File: config.mk
export PLATFORM = sky130hd
export DESIGN_NAME = sah_top
export DESIGN_NICKNAME = d
export VERILOG_FILES = /design/src/sah_pkg.sv /design/src/sah_sync.sv /design/src/sah_top.sv
export VERILOG_INCLUDE_DIRS = /design/src
export SDC_FILE = /design/constraint.sdc
export NUM_CORES = 1
export LEC_CHECK = 0
export BUFFER_PORTS_ARGS = -buffer_cell sky130_fd_sc_hd__buf_2
export CORE_AREA = 2 2 221 223
export DETAILED_ROUTE_END_ITERATION = 12
export DIE_AREA = 0 0 223 225
export GPL_ROUTABILITY_DRIVEN = 0
export PLACE_DENSITY = 0.71
export SLEW_MARGIN = 20
export SYNTH_ARGS = -nofsm -noshare
export SYNTH_HDL_FRONTEND = slang
export SYNTH_HIERARCHICAL = 1
export SYNTH_SLANG_ARGS = --single-unit
File: constraint.sdc
create_clock -name ref_clk -period 14.8 [get_ports ref_clk]
set_input_delay 0.74 -clock ref_clk [delete_from_list [all_inputs] [get_ports ref_clk]]
set_output_delay 0.74 -clock ref_clk [all_outputs]
set_load 0.02 [all_outputs]
File: src/sah_defs.svh
`ifndef SAH_DEFS_SVH
`define SAH_DEFS_SVH
// register byte offsets
`define SAH_OFS_CTRL 8'h00
`define SAH_OFS_CFG 8'h04
`define SAH_OFS_SPEED 8'h08
`define SAH_OFS_START_STOP_FREQUENCY 8'h0c
`define SAH_OFS_JOG 8'h10
`define SAH_OFS_SCALE 8'h14
`define SAH_OFS_PRESET 8'h18
`define SAH_OFS_RP_VAL 8'h1c
`define SAH_OFS_CMD 8'h20
`define SAH_OFS_STATUS 8'h24
`define SAH_OFS_POS 8'h28
`define SAH_OFS_IRQ_ST 8'h2c
`define SAH_OFS_IRQ_MASK 8'h30
`define SAH_OFS_FREQ 8'h34
// output object bit positions
`define SAH_BIT_BRAKE 13
`define SAH_BIT_BOOST 14
// config fields
`define SAH_CFG_AUTO_BOOST 0
`define SAH_CFG_INV_BOOST 1
`define SAH_CFG_AUTO_BRAKE 2
`define SAH_CFG_INV_BRAKE 3
`define SAH_CFG_EVT_EN 4
`define SAH_CFG_MANUAL 5
`define SAH_CFG_HOME_LSB 8
`define SAH_CFG_TASK_LSB 16
// command codes
`define SAH_INSTR_HOME 8'h0e
`define SAH_CMD_HOME_BIT 0
`define SAH_CMD_FORCE_BIT 1
`define SAH_CMD_AUTO_BIT 2
// interrupt bits
`define SAH_IRQ_HOMED 0
`define SAH_IRQ_FORCED 1
// slowest generable frequency in the range
`define SAH_MIN_FREQ 24'h000001
`define SAH_PHASE_NS 100000
`define SAH_PHASE_CYC (`SAH_PHASE_NS / 100)
`endif

File: src/sah_pkg.sv
package sah_pkg;
  typedef enum logic [2:0] {
    SAH_SHORT_POS = 3'h0,
    SAH_SHORT_NEG = 3'h1,
    SAH_LONG_POS = 3'h2,
    SAH_LONG_NEG = 3'h3,
    SAH_LIMIT_POS = 3'h4,
    SAH_LIMIT_NEG = 3'h5
  } sah_home_e;
  typedef enum logic [3:0] {
    SAH_IDLE = 4'b0001,
    SAH_SEEK = 4'b0010,
    SAH_FINAL = 4'b0100,
    SAH_DONE = 4'b1000
  } sah_state_e;
  typedef struct packed {
    logic cam;
    logic limit_pos;
    logic limit_neg;
  } sah_sense_s;
  typedef struct packed {
    logic moving;
    logic ramping;
  } sah_motion_s;
endpackage

File: src/sah_sync.sv
`timescale 1ns/1ps
// two-flop synchroniser, one per bit
module sah_sync #(
  parameter int W = 3
) (
  input wire logic ref_clk,
  input wire logic rst_n,
  input wire logic [W-1:0] d,
  output logic [W-1:0] q
);
  logic [W-1:0] s1_q;

  // first stage feeds only the second
  always_ff @(posedge ref_clk or negedge rst_n) begin
    if (!rst_n) begin
      s1_q <= '0;
      q <= '0;
    end else begin
      s1_q <= d;
      q <= s1_q;
    end
  end
endmodule

File: src/sah_top.sv
// Local design decisions: the register offsets and the AXI4-Lite register port.
`timescale 1ns/1ps
`include "sah_defs.svh"
module sah_top (
  input wire logic ref_clk,
  input wire logic rst_n,
  input wire logic [7:0] s_axi_awaddr,
  input wire logic s_axi_awvalid,
  output logic s_axi_awready,
  input wire logic [31:0] s_axi_wdata,
  input wire logic [3:0] s_axi_wstrb,
  input wire logic s_axi_wvalid,
  output logic s_axi_wready,
  output logic [1:0] s_axi_bresp,
  output logic s_axi_bvalid,
  input wire logic s_axi_bready,
  input wire logic [7:0] s_axi_araddr,
  input wire logic s_axi_arvalid,
  output logic s_axi_arready,
  output logic [31:0] s_axi_rdata,
  output logic [1:0] s_axi_rresp,
  output logic s_axi_rvalid,
  input wire logic s_axi_rready,
  input wire sah_pkg::sah_sense_s sense,
  input wire sah_pkg::sah_motion_s motion,
  output logic boost_out,
  output logic brake_out,
  output logic move_req,
  output logic move_dir,
  output logic [23:0] move_freq,
  output logic event_req,
  output logic [6:0] event_task,
  output logic irq
);
  import sah_pkg::*;

  logic [15:0] ctrl_q;
  logic [31:0] cfg_q;
  logic [23:0] speed_q, ss_q, jog_q;
  logic [7:0] scale_q;
  logic [31:0] preset_q, rp_val_q, pos_q;
  logic [1:0] irq_st_q, irq_mask_q;
  logic referenced_q;
  sah_state_e state_q;
  sah_sense_s sense_s;
  sah_home_e htype;
  logic aw_q, w_q;
  logic [7:0] awaddr_q;
  logic [31:0] wdata_q;
  logic [3:0] wstrb_q;
  logic wr_go, home_go, force_go, cam_hit, edge_seen;
  logic [31:0] wmask, rdata_d;
  logic [23:0] approach, final_f, ss_eff;
  logic [31:0] scaled;
  logic [1:0] irq_set;

  sah_sync #(.W(3)) u_sync (
    .ref_clk(ref_clk),
    .rst_n(rst_n),
    .d(sense),
    .q(sense_s)
  );

  // write channel: address and data taken in either order
  assign wr_go = aw_q && w_q && !s_axi_bvalid;
  always_ff @(posedge ref_clk or negedge rst_n) begin
    if (!rst_n) begin
      aw_q <= 1'b0;
      w_q <= 1'b0;
      awaddr_q <= 8'h00;
      wdata_q <= 32'h0;
      wstrb_q <= 4'h0;
      s_axi_awready <= 1'b0;
      s_axi_wready <= 1'b0;
      s_axi_bvalid <= 1'b0;
      s_axi_bresp <= 2'h0;
    end else begin
      s_axi_awready <= !aw_q && !s_axi_awready && s_axi_awvalid;
      s_axi_wready <= !w_q && !s_axi_wready && s_axi_wvalid;
      if (s_axi_awvalid && s_axi_awready) begin
        aw_q <= 1'b1;
        awaddr_q <= s_axi_awaddr;
      end
      if (s_axi_wvalid && s_axi_wready) begin
        w_q <= 1'b1;
        wdata_q <= s_axi_wdata;
        wstrb_q <= s_axi_wstrb;
      end
      if (wr_go) begin
        aw_q <= 1'b0;
        w_q <= 1'b0;
        s_axi_bvalid <= 1'b1;
        s_axi_bresp <= (awaddr_q > `SAH_OFS_FREQ || awaddr_q[1:0] != 2'h0) ? 2'h2 : 2'h0;
      end else if (s_axi_bready) begin
        s_axi_bvalid <= 1'b0;
      end
    end
  end

  // byte-enable mask
  for (genvar i = 0; i < 4; i++) begin : g_mask
    assign wmask[i*8 +: 8] = {8{wstrb_q[i]}};
  end

  // configuration and data registers
  always_ff @(posedge ref_clk or negedge rst_n) begin
    if (!rst_n) begin
      ctrl_q <= 16'h0;
      cfg_q <= 32'h0;
      speed_q <= 24'h0;
      ss_q <= 24'h0;
      jog_q <= 24'h0;
      scale_q <= 8'h64;
      preset_q <= 32'h0;
      rp_val_q <= 32'h0;
      irq_mask_q <= 2'h0;
    end else if (wr_go) begin
      unique case (awaddr_q)
        `SAH_OFS_CTRL: ctrl_q <= (wdata_q[15:0] & wmask[15:0]) | (ctrl_q & ~wmask[15:0]);
        `SAH_OFS_CFG: cfg_q <= (wdata_q & wmask) | (cfg_q & ~wmask);
        `SAH_OFS_SPEED: speed_q <= wdata_q[23:0];
        `SAH_OFS_START_STOP_FREQUENCY: ss_q <= wdata_q[23:0];
        `SAH_OFS_JOG: jog_q <= wdata_q[23:0];
        `SAH_OFS_SCALE: scale_q <= wdata_q[7:0];
        `SAH_OFS_PRESET: preset_q <= wdata_q;
        `SAH_OFS_RP_VAL: rp_val_q <= wdata_q;
        `SAH_OFS_IRQ_MASK: irq_mask_q <= wdata_q[1:0];
        default: ;
      endcase
    end
  end

  // command register: instruction 14 (auto) or manual home command
  assign home_go = wr_go && awaddr_q == `SAH_OFS_CMD && state_q == SAH_IDLE &&
    (cfg_q[`SAH_CFG_MANUAL] ? wdata_q[`SAH_CMD_HOME_BIT]
                            : (wdata_q[`SAH_CMD_AUTO_BIT] && wdata_q[15:8] == `SAH_INSTR_HOME));
  assign force_go = wr_go && awaddr_q == `SAH_OFS_CMD && state_q == SAH_IDLE &&
    wdata_q[`SAH_CMD_FORCE_BIT];
  assign htype = sah_home_e'(cfg_q[`SAH_CFG_HOME_LSB +: 3]);

  // speed selection
  always_comb begin
    scaled = (cfg_q[`SAH_CFG_MANUAL] ? {8'h0, jog_q} : {8'h0, speed_q}) * {24'h0, scale_q};
    approach = scaled[30:7]; // scale factor 128 is unity
    ss_eff = (ss_q == 24'h0) ? `SAH_MIN_FREQ : ss_q;
    final_f = (htype == SAH_SHORT_POS) ? approach : ss_eff;
  end

  // reference detector per variant
  always_comb begin
    unique case (htype)
      SAH_LIMIT_POS: cam_hit = sense_s.limit_pos;
      SAH_LIMIT_NEG: cam_hit = sense_s.limit_neg;
      default: cam_hit = sense_s.cam;
    endcase
    edge_seen = (state_q == SAH_SEEK) ? cam_hit : !cam_hit;
  end

  // homing sequence: seek detector at approach speed, leave it at final speed
  always_ff @(posedge ref_clk or negedge rst_n) begin
    if (!rst_n) begin
      state_q <= SAH_IDLE;
      move_req <= 1'b0;
      move_dir <= 1'b0;
      move_freq <= 24'h0;
    end else begin
      unique case (state_q)
        SAH_IDLE: begin
          move_req <= 1'b0;
          if (home_go) begin
            state_q <= SAH_SEEK;
            move_req <= 1'b1;
            move_dir <= !htype[0];
            move_freq <= approach;
          end
        end
        SAH_SEEK: begin
          if (edge_seen) begin
            state_q <= SAH_FINAL;
            move_dir <= htype[0];
            move_freq <= final_f;
          end
        end
        SAH_FINAL: begin
          if (edge_seen) begin
            state_q <= SAH_DONE;
            move_req <= 1'b0;
          end
        end
        SAH_DONE: state_q <= SAH_IDLE;
      endcase
    end
  end

  // position and referenced flag
  always_ff @(posedge ref_clk or negedge rst_n) begin
    if (!rst_n) begin
      pos_q <= 32'h0;
      referenced_q <= 1'b0;
    end else if (force_go) begin
      pos_q <= preset_q;
      referenced_q <= 1'b1;
    end else if (state_q == SAH_DONE) begin
      pos_q <= rp_val_q;
      referenced_q <= 1'b1;
    end
  end

  // auxiliary outputs: program bit always effective, auto adds motion state
  always_ff @(posedge ref_clk or negedge rst_n) begin
    if (!rst_n) begin
      boost_out <= 1'b0;
      brake_out <= 1'b1;
    end else begin
      boost_out <= (ctrl_q[`SAH_BIT_BOOST] ||
        (cfg_q[`SAH_CFG_AUTO_BOOST] && motion.ramping)) ^ cfg_q[`SAH_CFG_INV_BOOST];
      brake_out <= !(ctrl_q[`SAH_BIT_BRAKE] ||
        (cfg_q[`SAH_CFG_AUTO_BRAKE] && !motion.moving)) ^ cfg_q[`SAH_CFG_INV_BRAKE];
    end
  end

  // event task binding, pulse on each completed reference
  always_ff @(posedge ref_clk or negedge rst_n) begin
    if (!rst_n) begin
      event_req <= 1'b0;
      event_task <= 7'h0;
    end else begin
      event_task <= cfg_q[`SAH_CFG_TASK_LSB +: 7];
      event_req <= cfg_q[`SAH_CFG_EVT_EN] && (state_q == SAH_DONE || force_go);
    end
  end

  // sticky interrupts, set wins over write-one clear
  assign irq_set = {force_go, state_q == SAH_DONE};
  always_ff @(posedge ref_clk or negedge rst_n) begin
    if (!rst_n) begin
      irq_st_q <= 2'h0;
      irq <= 1'b0;
    end else begin
      if (wr_go && awaddr_q == `SAH_OFS_IRQ_ST) begin
        irq_st_q <= (irq_st_q & ~wdata_q[1:0]) | irq_set;
      end else begin
        irq_st_q <= irq_st_q | irq_set;
      end
      irq <= |(irq_st_q & irq_mask_q);
    end
  end

  // read mux
  always_comb begin
    unique case (s_axi_araddr)
      `SAH_OFS_CTRL: rdata_d = {16'h0, ctrl_q};
      `SAH_OFS_CFG: rdata_d = cfg_q;
      `SAH_OFS_SPEED: rdata_d = {8'h0, speed_q};
      `SAH_OFS_START_STOP_FREQUENCY: rdata_d = {8'h0, ss_q};
      `SAH_OFS_JOG: rdata_d = {8'h0, jog_q};
      `SAH_OFS_SCALE: rdata_d = {24'h0, scale_q};
      `SAH_OFS_PRESET: rdata_d = preset_q;
      `SAH_OFS_RP_VAL: rdata_d = rp_val_q;
      `SAH_OFS_STATUS: rdata_d = {23'h0, sense_s, referenced_q, state_q, 1'b0};
      `SAH_OFS_POS: rdata_d = pos_q;
      `SAH_OFS_IRQ_ST: rdata_d = {30'h0, irq_st_q};
      `SAH_OFS_IRQ_MASK: rdata_d = {30'h0, irq_mask_q};
      `SAH_OFS_FREQ: rdata_d = {8'h0, move_freq};
      default: rdata_d = 32'h0;
    endcase
  end

  // read channel: one cycle to accept, data next
  always_ff @(posedge ref_clk or negedge rst_n) begin
    if (!rst_n) begin
      s_axi_arready <= 1'b0;
      s_axi_rvalid <= 1'b0;
      s_axi_rdata <= 32'h0;
      s_axi_rresp <= 2'h0;
    end else begin
      s_axi_arready <= s_axi_arvalid && !s_axi_arready && !s_axi_rvalid;
      if (s_axi_arvalid && s_axi_arready) begin
        s_axi_rvalid <= 1'b1;
        s_axi_rdata <= rdata_d;
        s_axi_rresp <= (s_axi_araddr > `SAH_OFS_FREQ || s_axi_araddr[1:0] != 2'h0) ? 2'h2 : 2'h0;
      end else if (s_axi_rready) begin
        s_axi_rvalid <= 1'b0;
      end
    end
  end
endmodule

==> PnR_summary.wiki, run 1 <==
{| class="wikitable"
! Metric !! Value
|-
| CP Max Fanout || 24
|-
| Sequential share of the synthesized area || between 40% and 50%
|-
| Pin count of the biggest net entering global routing || 171
|-
| Utilization after layout || between 40 and 50%
|-
| Post-route setup TNS || 0 ns
|-
| Fmax achieved || roughly 160 MHz
|-
| Starting Density || between 40% and 50%
|-
| Antenna violation net count after detailed routing || 0
|-
| CTS hold repair buffers || 0
|-
| Row count || 80
|-
| Fraction of registers with async set/reset || 100%
|-
| Share of the synthesized area in compound gates (AO/OA/AOI/OAI) || between 10% and 20%
|-
| Antenna violations before repair || 1
|-
| Post-synthesis share of cell area spent on full adders, half adders and majority gates || ~15%
|-
| Simple-gate area share of the yosys netlist || approximately an eighth
|-
| Met2 track utilization from global routing || approximately 40%
|-
| CP Launch Type || register
|-
| Die height || 225 µm
|-
| Flip-flop and latch count after synthesis || roughly 360
|-
| Xor and xnor area share after synthesis || 1.03%
|-
| Highest-count cells in the layout ignoring fill and taps || sky130_fd_sc_hd__dfrtp_1 (356), sky130_fd_sc_hd__mux2_2 (246), sky130_fd_sc_hd__nand2_1 (173), sky130_fd_sc_hd__buf_2 (138), sky130_fd_sc_hd__fa_1 (130)
|-
| I/O pin total || between 100 and 150
|-
| Hold Fails Final Rpt || 0
|-
| Syn-to-layout area delta || 11.5%
|-
| Outcome || complete, no violations
|-
| Main combinational cell family by area after synthesis || adder cells
|-
| Layer with the highest usage || met2
|-
| Diode insertion count for antenna repair || 0
|-
| Port Buffers || 139
|-
| Proportion of synthesized area in mux cells || between 10% and 20%
|-
| Fraction of the cycle the final worst path needs || 42.3%
|-
| Endpoints failing setup || 0
|-
| Violation count after the first detailed-route iteration || roughly 1500
|-
| Clock Tree Buf Depth || 3
|-
| DRC violation count after routing || 0
|-
| Slowest stage cell, crit path || sky130_fd_sc_hd__mux2i_1
|-
| Number of global-route vias before repair || around 17000
|-
| Average size of a mapped cell || around 11 µm²
|-
| Setup repair after global routing missed its margin || false
|-
| Count of buffer and inverter cells on the critical path || 3
|-
| Met3 GRT Util || around 4.2%
|-
| Fraction of layout cells with a size suffix above 1 || 24.2%
|-
| Peak supply drop || between 0.0001 and 0.00015 V
|-
| Horizontal die dimension || 223 µm
|-
| Worst setup path class || reg -> reg
|-
| CTS H-tree depth || 2
|-
| Final HPWL from detailed placement || around 41 mm
|-
| Vias/cell || between 6 and 7
|-
| Worst Skew || 0.0189 ns
|-
| Number of cells upsized or downsized after cts || 0
|-
| Cell Area, Synth || 21300 µm²
|-
| Cell family with most CP delay || adder cells
|-
| Met1 demand-to-capacity share in global routing || 31.3%
|-
| Tmin final || roughly 6.3 ns
|-
| Slew at the pin with the worst max-slew slack || about 1.2 ns
|-
| Power density over the cells || 131 nW/µm²
|-
| Total cell area at the placement stage || 22600 µm²
|-
| Wire length of the first global-routing pass || 94.0 mm
|-
| Number of warning messages in the yosys log || 6
|-
| Avg WL per Cell || 22.8 µm
|-
| Via total after detailed routing || ~16000
|-
| Grt total ovfl || 0
|-
| Total routing usage reported by global routing || roughly a quarter
|-
| Num CTS Buffers || 36
|-
| Required time of the critical path || roughly 15 ns
|-
| Drt total wl || around 60 mm
|-
| Hold crit path type || in -> async
|-
| Max-slew violation total from the final report || 0
|-
| Leakage component of the power || 11.4 nW
|-
| Clock tree from TritonCTS || done
|-
| Clk Latency, worst-skew pair || ~0.54 ns
|-
| Final net count || about 2200
|-
| Core outline area || ~48000 µm²
|-
| Sinks on Clock Net || about 360
|-
| Count of flip-flops with a built-in enable after synthesis || 0
|-
| First-pass DRT Iterations || 5
|-
| CP Capture Type || register
|-
| Commonest non-fill, non-tap cell in the layout || sky130_fd_sc_hd__dfrtp_1
|-
| CP max stage delay || around 0.75 ns
|-
| # Post-CTS Setup Buffers || 0
|-
| Most numerous cell on the critical path || sky130_fd_sc_hd__fa_1
|-
| Count of unique library cells instantiated by Yosys || 66
|-
| Cells after Synth || between 1500 and 2000
|-
| Number of maximum-capacitance constraint violations || 0
|-
| Post-route cell area || 23800 µm²
|-
| Root Driver || sky130_fd_sc_hd__clkbuf_16
|-
| Ys flop type || sky130_fd_sc_hd__dfrtp_1
|-
| Clock slew at the register clock pins of the worst setup and hold paths || ~0.060 ns
|-
| Filler cells || around 4000
|-
| Max-slew headroom at the worst pin || between 15 and 20%
|-
| Ordered list of cells on the worst path || buf_4 -> mux2i_1 -> nor2b_1 -> fa_1 -> fa_1 -> fa_1 -> inv_1 -> fa_1 -> inv_1 -> ha_1 -> a211oi_1 -> nand2_1 -> nor3_2 -> o21ai_2 -> a41oi_2 -> o21ai_2 -> nor4b_1 -> o32a_1
|-
| Critical path data arrival time || between 6 and 7 ns
|-
| Die Area || about 50000 µm²
|}
==> stage by stage <==
stage | power [mW] | hold WS, ns | cells | worst slack, ns
3_5_place_dp | 2.22 | 0.342 | 2579 | 8.62
3_3_place_gp | 2.19 | 0.335 | 2579 | 8.70
4_1_cts | 3.12 | 0.300 | 2642 | 8.58
2_1_floorplan | 1.87 | 0.331 | 1908 | 9.25
6_report | 3.12 | 0.294 | 2642 | 8.54
5_1_grt | 3.26 | 0.307 | 2642 | 8.22
==> layout make-up <==
class / count / area, µm² / area share, %
multi-input combinational: 1317 / 11500 / 48.2
tap: 615 / 769 / 3.24
clock buffer: 52 / 1040 / 4.39
clock inverter: 11 / 104 / 0.437
sequential: 361 / 9040 / 38.0
inverter: 128 / 480 / 2.02
timing repair buffer: 158 / 861 / 3.62
==> cells by family (layout without fill, tap and decap cells) <==
| family | Yosys count | in the layout |
|---|---|---|
| compound gates | 320 | 320 |
| other cells | 1 | 2 |
| fa+ha+maj | 178 | 178 |
| mux | 269 | 269 |
| xor+xnor | 25 | 25 |
| simple gates | 523 | 523 |
| buf+inv | 230 | 349 |
| flops | 361 | 361 |
==> per-layer routing <==
metal / share of wire (%) / vias to the layer above / wire length, µm
met1: 40 / 8191 / 24100
met3: 7.3 / 143 / 4400
met4: 4.3 / 2 / 2600
met5: 0.022 / - / 13
li1: - / 6841 / -
met2: 48 / 712 / 29100
==> worst paths after layout <==
check / start / to / slack (ns) / depth (start not counted)
min in group ref_clk: sense[1] / u_sync/s1_q[1]$_DFF_PN0_ / 0.31 / 1
hold reg to reg: u_sync/s1_q[2]$_DFF_PN0_ / u_sync/q[2]$_DFF_PN0_ / 0.35 / 0
setup reg to reg: register / move_freq[22]$_DFFE_PN0P_ / 8.54 / 18
max in group asynchronous: rst_n / wdata_q[24]$_DFFE_PN0P_ / 12.35 / 3
hold / removal: rst_n / u_sync/q[0]$_DFF_PN0_ / 0.29 / 1
setup / recovery: register / move_freq[22]$_DFFE_PN0P_ / 8.54 / 18
==> synthesized netlist by cell type, types with 18 or more instances <==
library cell / count / share of area [%]
sky130_fd_sc_hd__nand2b_1: 20 / 0.59
sky130_fd_sc_hd__and2_1: 21 / 0.62
sky130_fd_sc_hd__xnor2_1: 18 / 0.74
sky130_fd_sc_hd__fa_1: 130 / 12
sky130_fd_sc_hd__a31oi_1: 29 / 0.85
sky130_fd_sc_hd__ha_1: 48 / 2.8
sky130_fd_sc_hd__a21oi_1: 46 / 1.1
sky130_fd_sc_hd__inv_1: 128 / 2.3
sky130_fd_sc_hd__a221oi_1: 30 / 1.2
sky130_fd_sc_hd__a22oi_1: 100 / 3.5
sky130_fd_sc_hd__clkbuf_1: 86 / 1.5
sky130_fd_sc_hd__dfrtp_1: 356 / 42
sky130_fd_sc_hd__nand2_1: 174 / 3.1
sky130_fd_sc_hd__nand3_1: 24 / 0.56
sky130_fd_sc_hd__o21ai_0: 28 / 0.66
sky130_fd_sc_hd__mux2i_1: 21 / 0.99
sky130_fd_sc_hd__a22o_1: 21 / 0.86
sky130_fd_sc_hd__mux2_2: 246 / 13
sky130_fd_sc_hd__nor2b_1: 125 / 3.7
sky130_fd_sc_hd__nor2_1: 86 / 1.5
==> report_power, final <==
part,switching [mW],internal (mW)
sequential,0.337,1.21
combinational,0.378,0.290
clock,0.389,0.511
total,1.10,2.01
Power figures use the tool's default switching activity.
==> run 2: changes to the inputs <==
--- a/config.mk
+++ b/config.mk
@@ -11,7 +11,7 @@
 export DETAILED_ROUTE_END_ITERATION = 12
 export DIE_AREA = 0 0 223 225
 export GPL_ROUTABILITY_DRIVEN = 0
-export PLACE_DENSITY = 0.71
+export PLACE_DENSITY = 0.73
 export SLEW_MARGIN = 20
 export SYNTH_ARGS = -nofsm -noshare
 export SYNTH_HDL_FRONTEND = slang
==> constraint.sdc (replaced) <==
create_clock -name ref_clk -period 5.2 [get_ports ref_clk]
set_input_delay 0.26 -clock ref_clk [delete_from_list [all_inputs] [get_ports ref_clk]]
set_output_delay 0.26 -clock ref_clk [all_outputs]
set_load 0.02 [all_outputs]
==> run 2 against run 1 <==
The run now ends with negative setup slack left. Combinational power rose to 3.4 times the previous value. Clock-buffer cell count down 7. Utilization up 5.1 points. Critical path depth up 1. Routed wire length up 5.2%. Sequential power rose to 2.8 times the previous value. First-iteration DRC count up 7.7%. Final area up 10%. Worst hold slack worse by 0.28 ns. Via count up 6.1%. Non-clock buffer count up 175. Clock power rose to 3.2 times the previous value.
==> PnR_summary.wiki, run 2 (synthesis gave the netlist of run 1 again) <==
{| class="wikitable"
! Metric !! Value
|-
| Worst Skew || 0.0160 ns (-0.00282 ns)
|-
| Antenna violations before repair || 0 (-1)
|-
| First-pass DRT Iterations || 8 (+3)
|-
| Core outline area || 47500 µm² (unchanged)
|-
| Slew at the pin with the worst max-slew slack || 1.14 ns (-0.0846 ns)
|-
| CP Launch Type || register
|-
| CTS H-tree depth || 2 (unchanged)
|-
| Final Total Pwr || 9.50 mW (+200%)
|-
| Sinks on Clock Net || 361 (unchanged)
|-
| Tmin final || 5.26 ns (-1.00 ns)
|-
| Hold crit path type || in -> reg
|-
| Number of maximum-capacitance constraint violations || 0 (unchanged)
|-
| Starting Density || 44.8% (unchanged)
|-
| Clock tree from TritonCTS || done
|-
| I/O pin total || 142 (unchanged)
|-
| Grt total ovfl || 0 (unchanged)
|-
| Cell family with most CP delay || adder cells
|-
| Die Area || 50200 µm² (unchanged)
|-
| Critical R2R Capture || move_freq[23]$_DFFE_PN0P_
|-
| Outcome || complete, but fails checks
|-
| Avg WL per Cell || 22.5 µm (-1.2%)
|-
| Clock slew at the register clock pins of the worst setup and hold paths || 0.07 ns (about the same)
|-
| Endpoints failing setup || 5 (+5)
|-
| Highest-count cells in the layout ignoring fill and taps || sky130_fd_sc_hd__dfrtp_1 (355), sky130_fd_sc_hd__mux2_2 (241), sky130_fd_sc_hd__nand2_1 (172), sky130_fd_sc_hd__buf_2 (138), sky130_fd_sc_hd__buf_4 (126)
|-
| Fraction of the cycle the final worst path needs || 101% (+59 points)
|-
| Footprint of the multi-input gates || 12200 µm² (+6.2%)
|-
| Clk Latency, worst-skew pair || 0.53 ns (about the same)
|-
| Startpoint of the lowest-slack hold path || s_axi_arvalid
|-
| Required time of the critical path || 5.60 ns (-9.62 ns)
|-
| Vias/cell || 5.99 (-0.37%)
|-
| Root Driver || sky130_fd_sc_hd__clkbuf_16
|-
| Fmax achieved || 190 MHz (+19%)
|-
| FF/Latch Area || 9040 µm² (about the same)
|-
| Wire length of the first global-routing pass || 99.0 mm (+5.3%)
|-
| Filler cells || 3830 (-6.3%)
|-
| CP max stage delay || 0.61 ns (-0.14 ns)
|-
| Slowest stage cell, crit path || sky130_fd_sc_hd__fa_1
|-
| CP Capture Type || register
|-
| Leakage component of the power || 12.4 nW (+8.9%)
|-
| Critical path data arrival time || 5.66 ns (-1.02 ns)
|-
| Final HPWL from detailed placement || 42.2 mm (+2.0%)
|-
| Max-slew headroom at the worst pin || 23.7% (+5.7 points)
|-
| Final hold slack || 0.0153 ns (-0.279 ns)
|-
| Final net count || 2417 (+7.7%)
|-
| Row count || 80 (unchanged)
|-
| Power density over the cells || 363 nW/µm² (+180%)
|-
| Violated checks || negative setup slack
|-
| Drt total wl || 63.4 mm (+5.2%)
|-
| Worst r2r path cells || 19 (+1)
|-
| Worst reg2reg setup slack || -0.06 ns (-8.60 ns)
|-
| DRC violation count after routing || 0 (unchanged)
|-
| Worst setup path class || reg -> reg
|-
| Via total after detailed routing || 16900 (+6.1%)
|-
| Num CTS Buffers || 34 (-5.6%)
|-
| Count of buffer and inverter cells on the critical path || 5 (+2)
|-
| Final worst setup slack || -0.0598 ns (-8.60 ns)
|-
| Antenna violation net count after detailed routing || 0 (unchanged)
|-
| Clock Tree Buf Depth || 3 (unchanged)
|-
| Hold Fails Final Rpt || 0 (unchanged)
|-
| Pin count of the biggest net entering global routing || 153 (-11%)
|-
| Number of global-route vias before repair || 17700 (+7.2%)
|-
| Max-slew violation total from the final report || 0 (unchanged)
|-
| Syn-to-layout area delta || 22.8%
|-
| Inst Count DP || 2679 (+3.9%)
|-
| Total routing usage reported by global routing || 25.3% (+1.2 points)
|-
| Worst setup slack after placement || -0.150 ns (-8.77 ns)
|-
| Fraction of layout cells with a size suffix above 1 || 32.4% (+8.2 points)
|-
| Die height || 225 µm (unchanged)
|-
| Most numerous cell on the critical path || sky130_fd_sc_hd__fa_1
|-
| Violation count after the first detailed-route iteration || 1585 (+7.7%)
|-
| Ordered list of cells on the worst path || buf_8 -> buf_12 -> mux2i_4 -> buf_6 -> nor2b_2 -> fa_1 -> fa_1 -> fa_1 -> fa_1 -> ha_4 -> nand4_1 -> nor4_2 -> a22oi_1 -> nand4b_1 -> buf_6 -> a31o_4 -> buf_4 -> o311ai_2 -> a21oi_1
|-
| Port Buffers || 139 (unchanged)
|-
| Finished Layout Cells || 2814 (+6.5%)
|-
| Sink of the worst hold path || s_axi_arready$_DFF_PN0_
|-
| Peak supply drop || 0.000286 V (+100%)
|-
| Number of cells on the worst hold path || 2
|-
| Horizontal die dimension || 223 µm (unchanged)
|-
| Setup repair after global routing missed its margin || true
|-
| Diode insertion count for antenna repair || 0 (unchanged)
|-
| Commonest non-fill, non-tap cell in the layout || sky130_fd_sc_hd__dfrtp_1
|-
| CP Max Fanout || 7 (-71%)
|}
run 2: cell types whose count changed in the layout (fill, tap and decap cells not counted), moves of 12 or more:
cell / previous run / this run
sky130_fd_sc_hd__a21oi_1: 46 / 34
sky130_fd_sc_hd__mux2i_1: 21 / 6
sky130_fd_sc_hd__buf_4: 18 / 126
sky130_fd_sc_hd__dlygate4sd3_1: 0 / 50
sky130_fd_sc_hd__mux2i_4: 0 / 14
sky130_fd_sc_hd__ha_1: 48 / 33
sky130_fd_sc_hd__ha_4: 0 / 13
run 2: repair_timing:
action | CTS | global route
pin swaps | 29 | 45
gates cloned | 2 | 0
setup buffers | 9 | 14
gates resized for setup | 69 | 58
endpoints found under the hold margin | 128 | 1
hold buffers | 49 | 1
setup endpoints to repair | 14 | 21
run 2: worst max-delay path by stage:
stage	end	startpoint	depth (start not counted)
final	move_freq[23]$_DFFE_PN0P_	register	19
after global routing	move_freq[19]$_DFFE_PN0P_	register	23
after CTS	move_freq[7]$_DFFE_PN0P_	register	22
after detailed placement	move_freq[22]$_DFFE_PN0P_	register	20
after global placement	move_freq[23]$_DFFE_PN0P_	register	18
after floorplan	move_freq[22]$_DFFE_PN0P_	register	20
run 2: where the power goes:
part           switching (mW)  total, mW  internal, mW
clock network            1.12       2.84          1.73
registers               0.926       4.38          3.45
logic                    1.22       2.28          1.05
total                    3.27       9.50          6.23
run 2: final cells by class:
type                            count  area share (%)
Tap cell                          615            2.94
Clock buffer                       45            3.88
Inverter                          128            1.84
Multi-Input combinational cell   1317            46.5
Timing Repair Buffer              333            9.29
Clock inverter                     15           0.985
Sequential cell                   361            34.5
run 2: per-stage QoR:
| stage | utilization [%] | setup TNS [ns] | cell area, µm² |
|---|---|---|---|
| 2_1_floorplan | - | 0 | 21400 |
| 3_3_place_gp | 49.3 | -0.0705 | 23500 |
| 3_5_place_dp | 49.4 | -0.764 | 23500 |
| 4_1_cts | 54.2 | 0 | 25800 |
| 5_1_grt | 55.1 | -2.78 | 26200 |
| 6_report | 55.1 | -0.175 | 26200 |
run 2: layer usage:
| metal | track usage [%] | vias to the layer above | share of wire [%] | routed length (µm) |
|---|---|---|---|---|
| li1 | - | 7204 | - | - |
| met1 | 32.1 | 8607 | 39 | 24500 |
| met2 | 41.7 | 840 | 48 | 30500 |
| met3 | 4.28 | 209 | 7.6 | 4800 |
| met4 | 13.2 | 0 | 5.6 | 3540 |
| met5 | 0 | - | 0 | 0 |
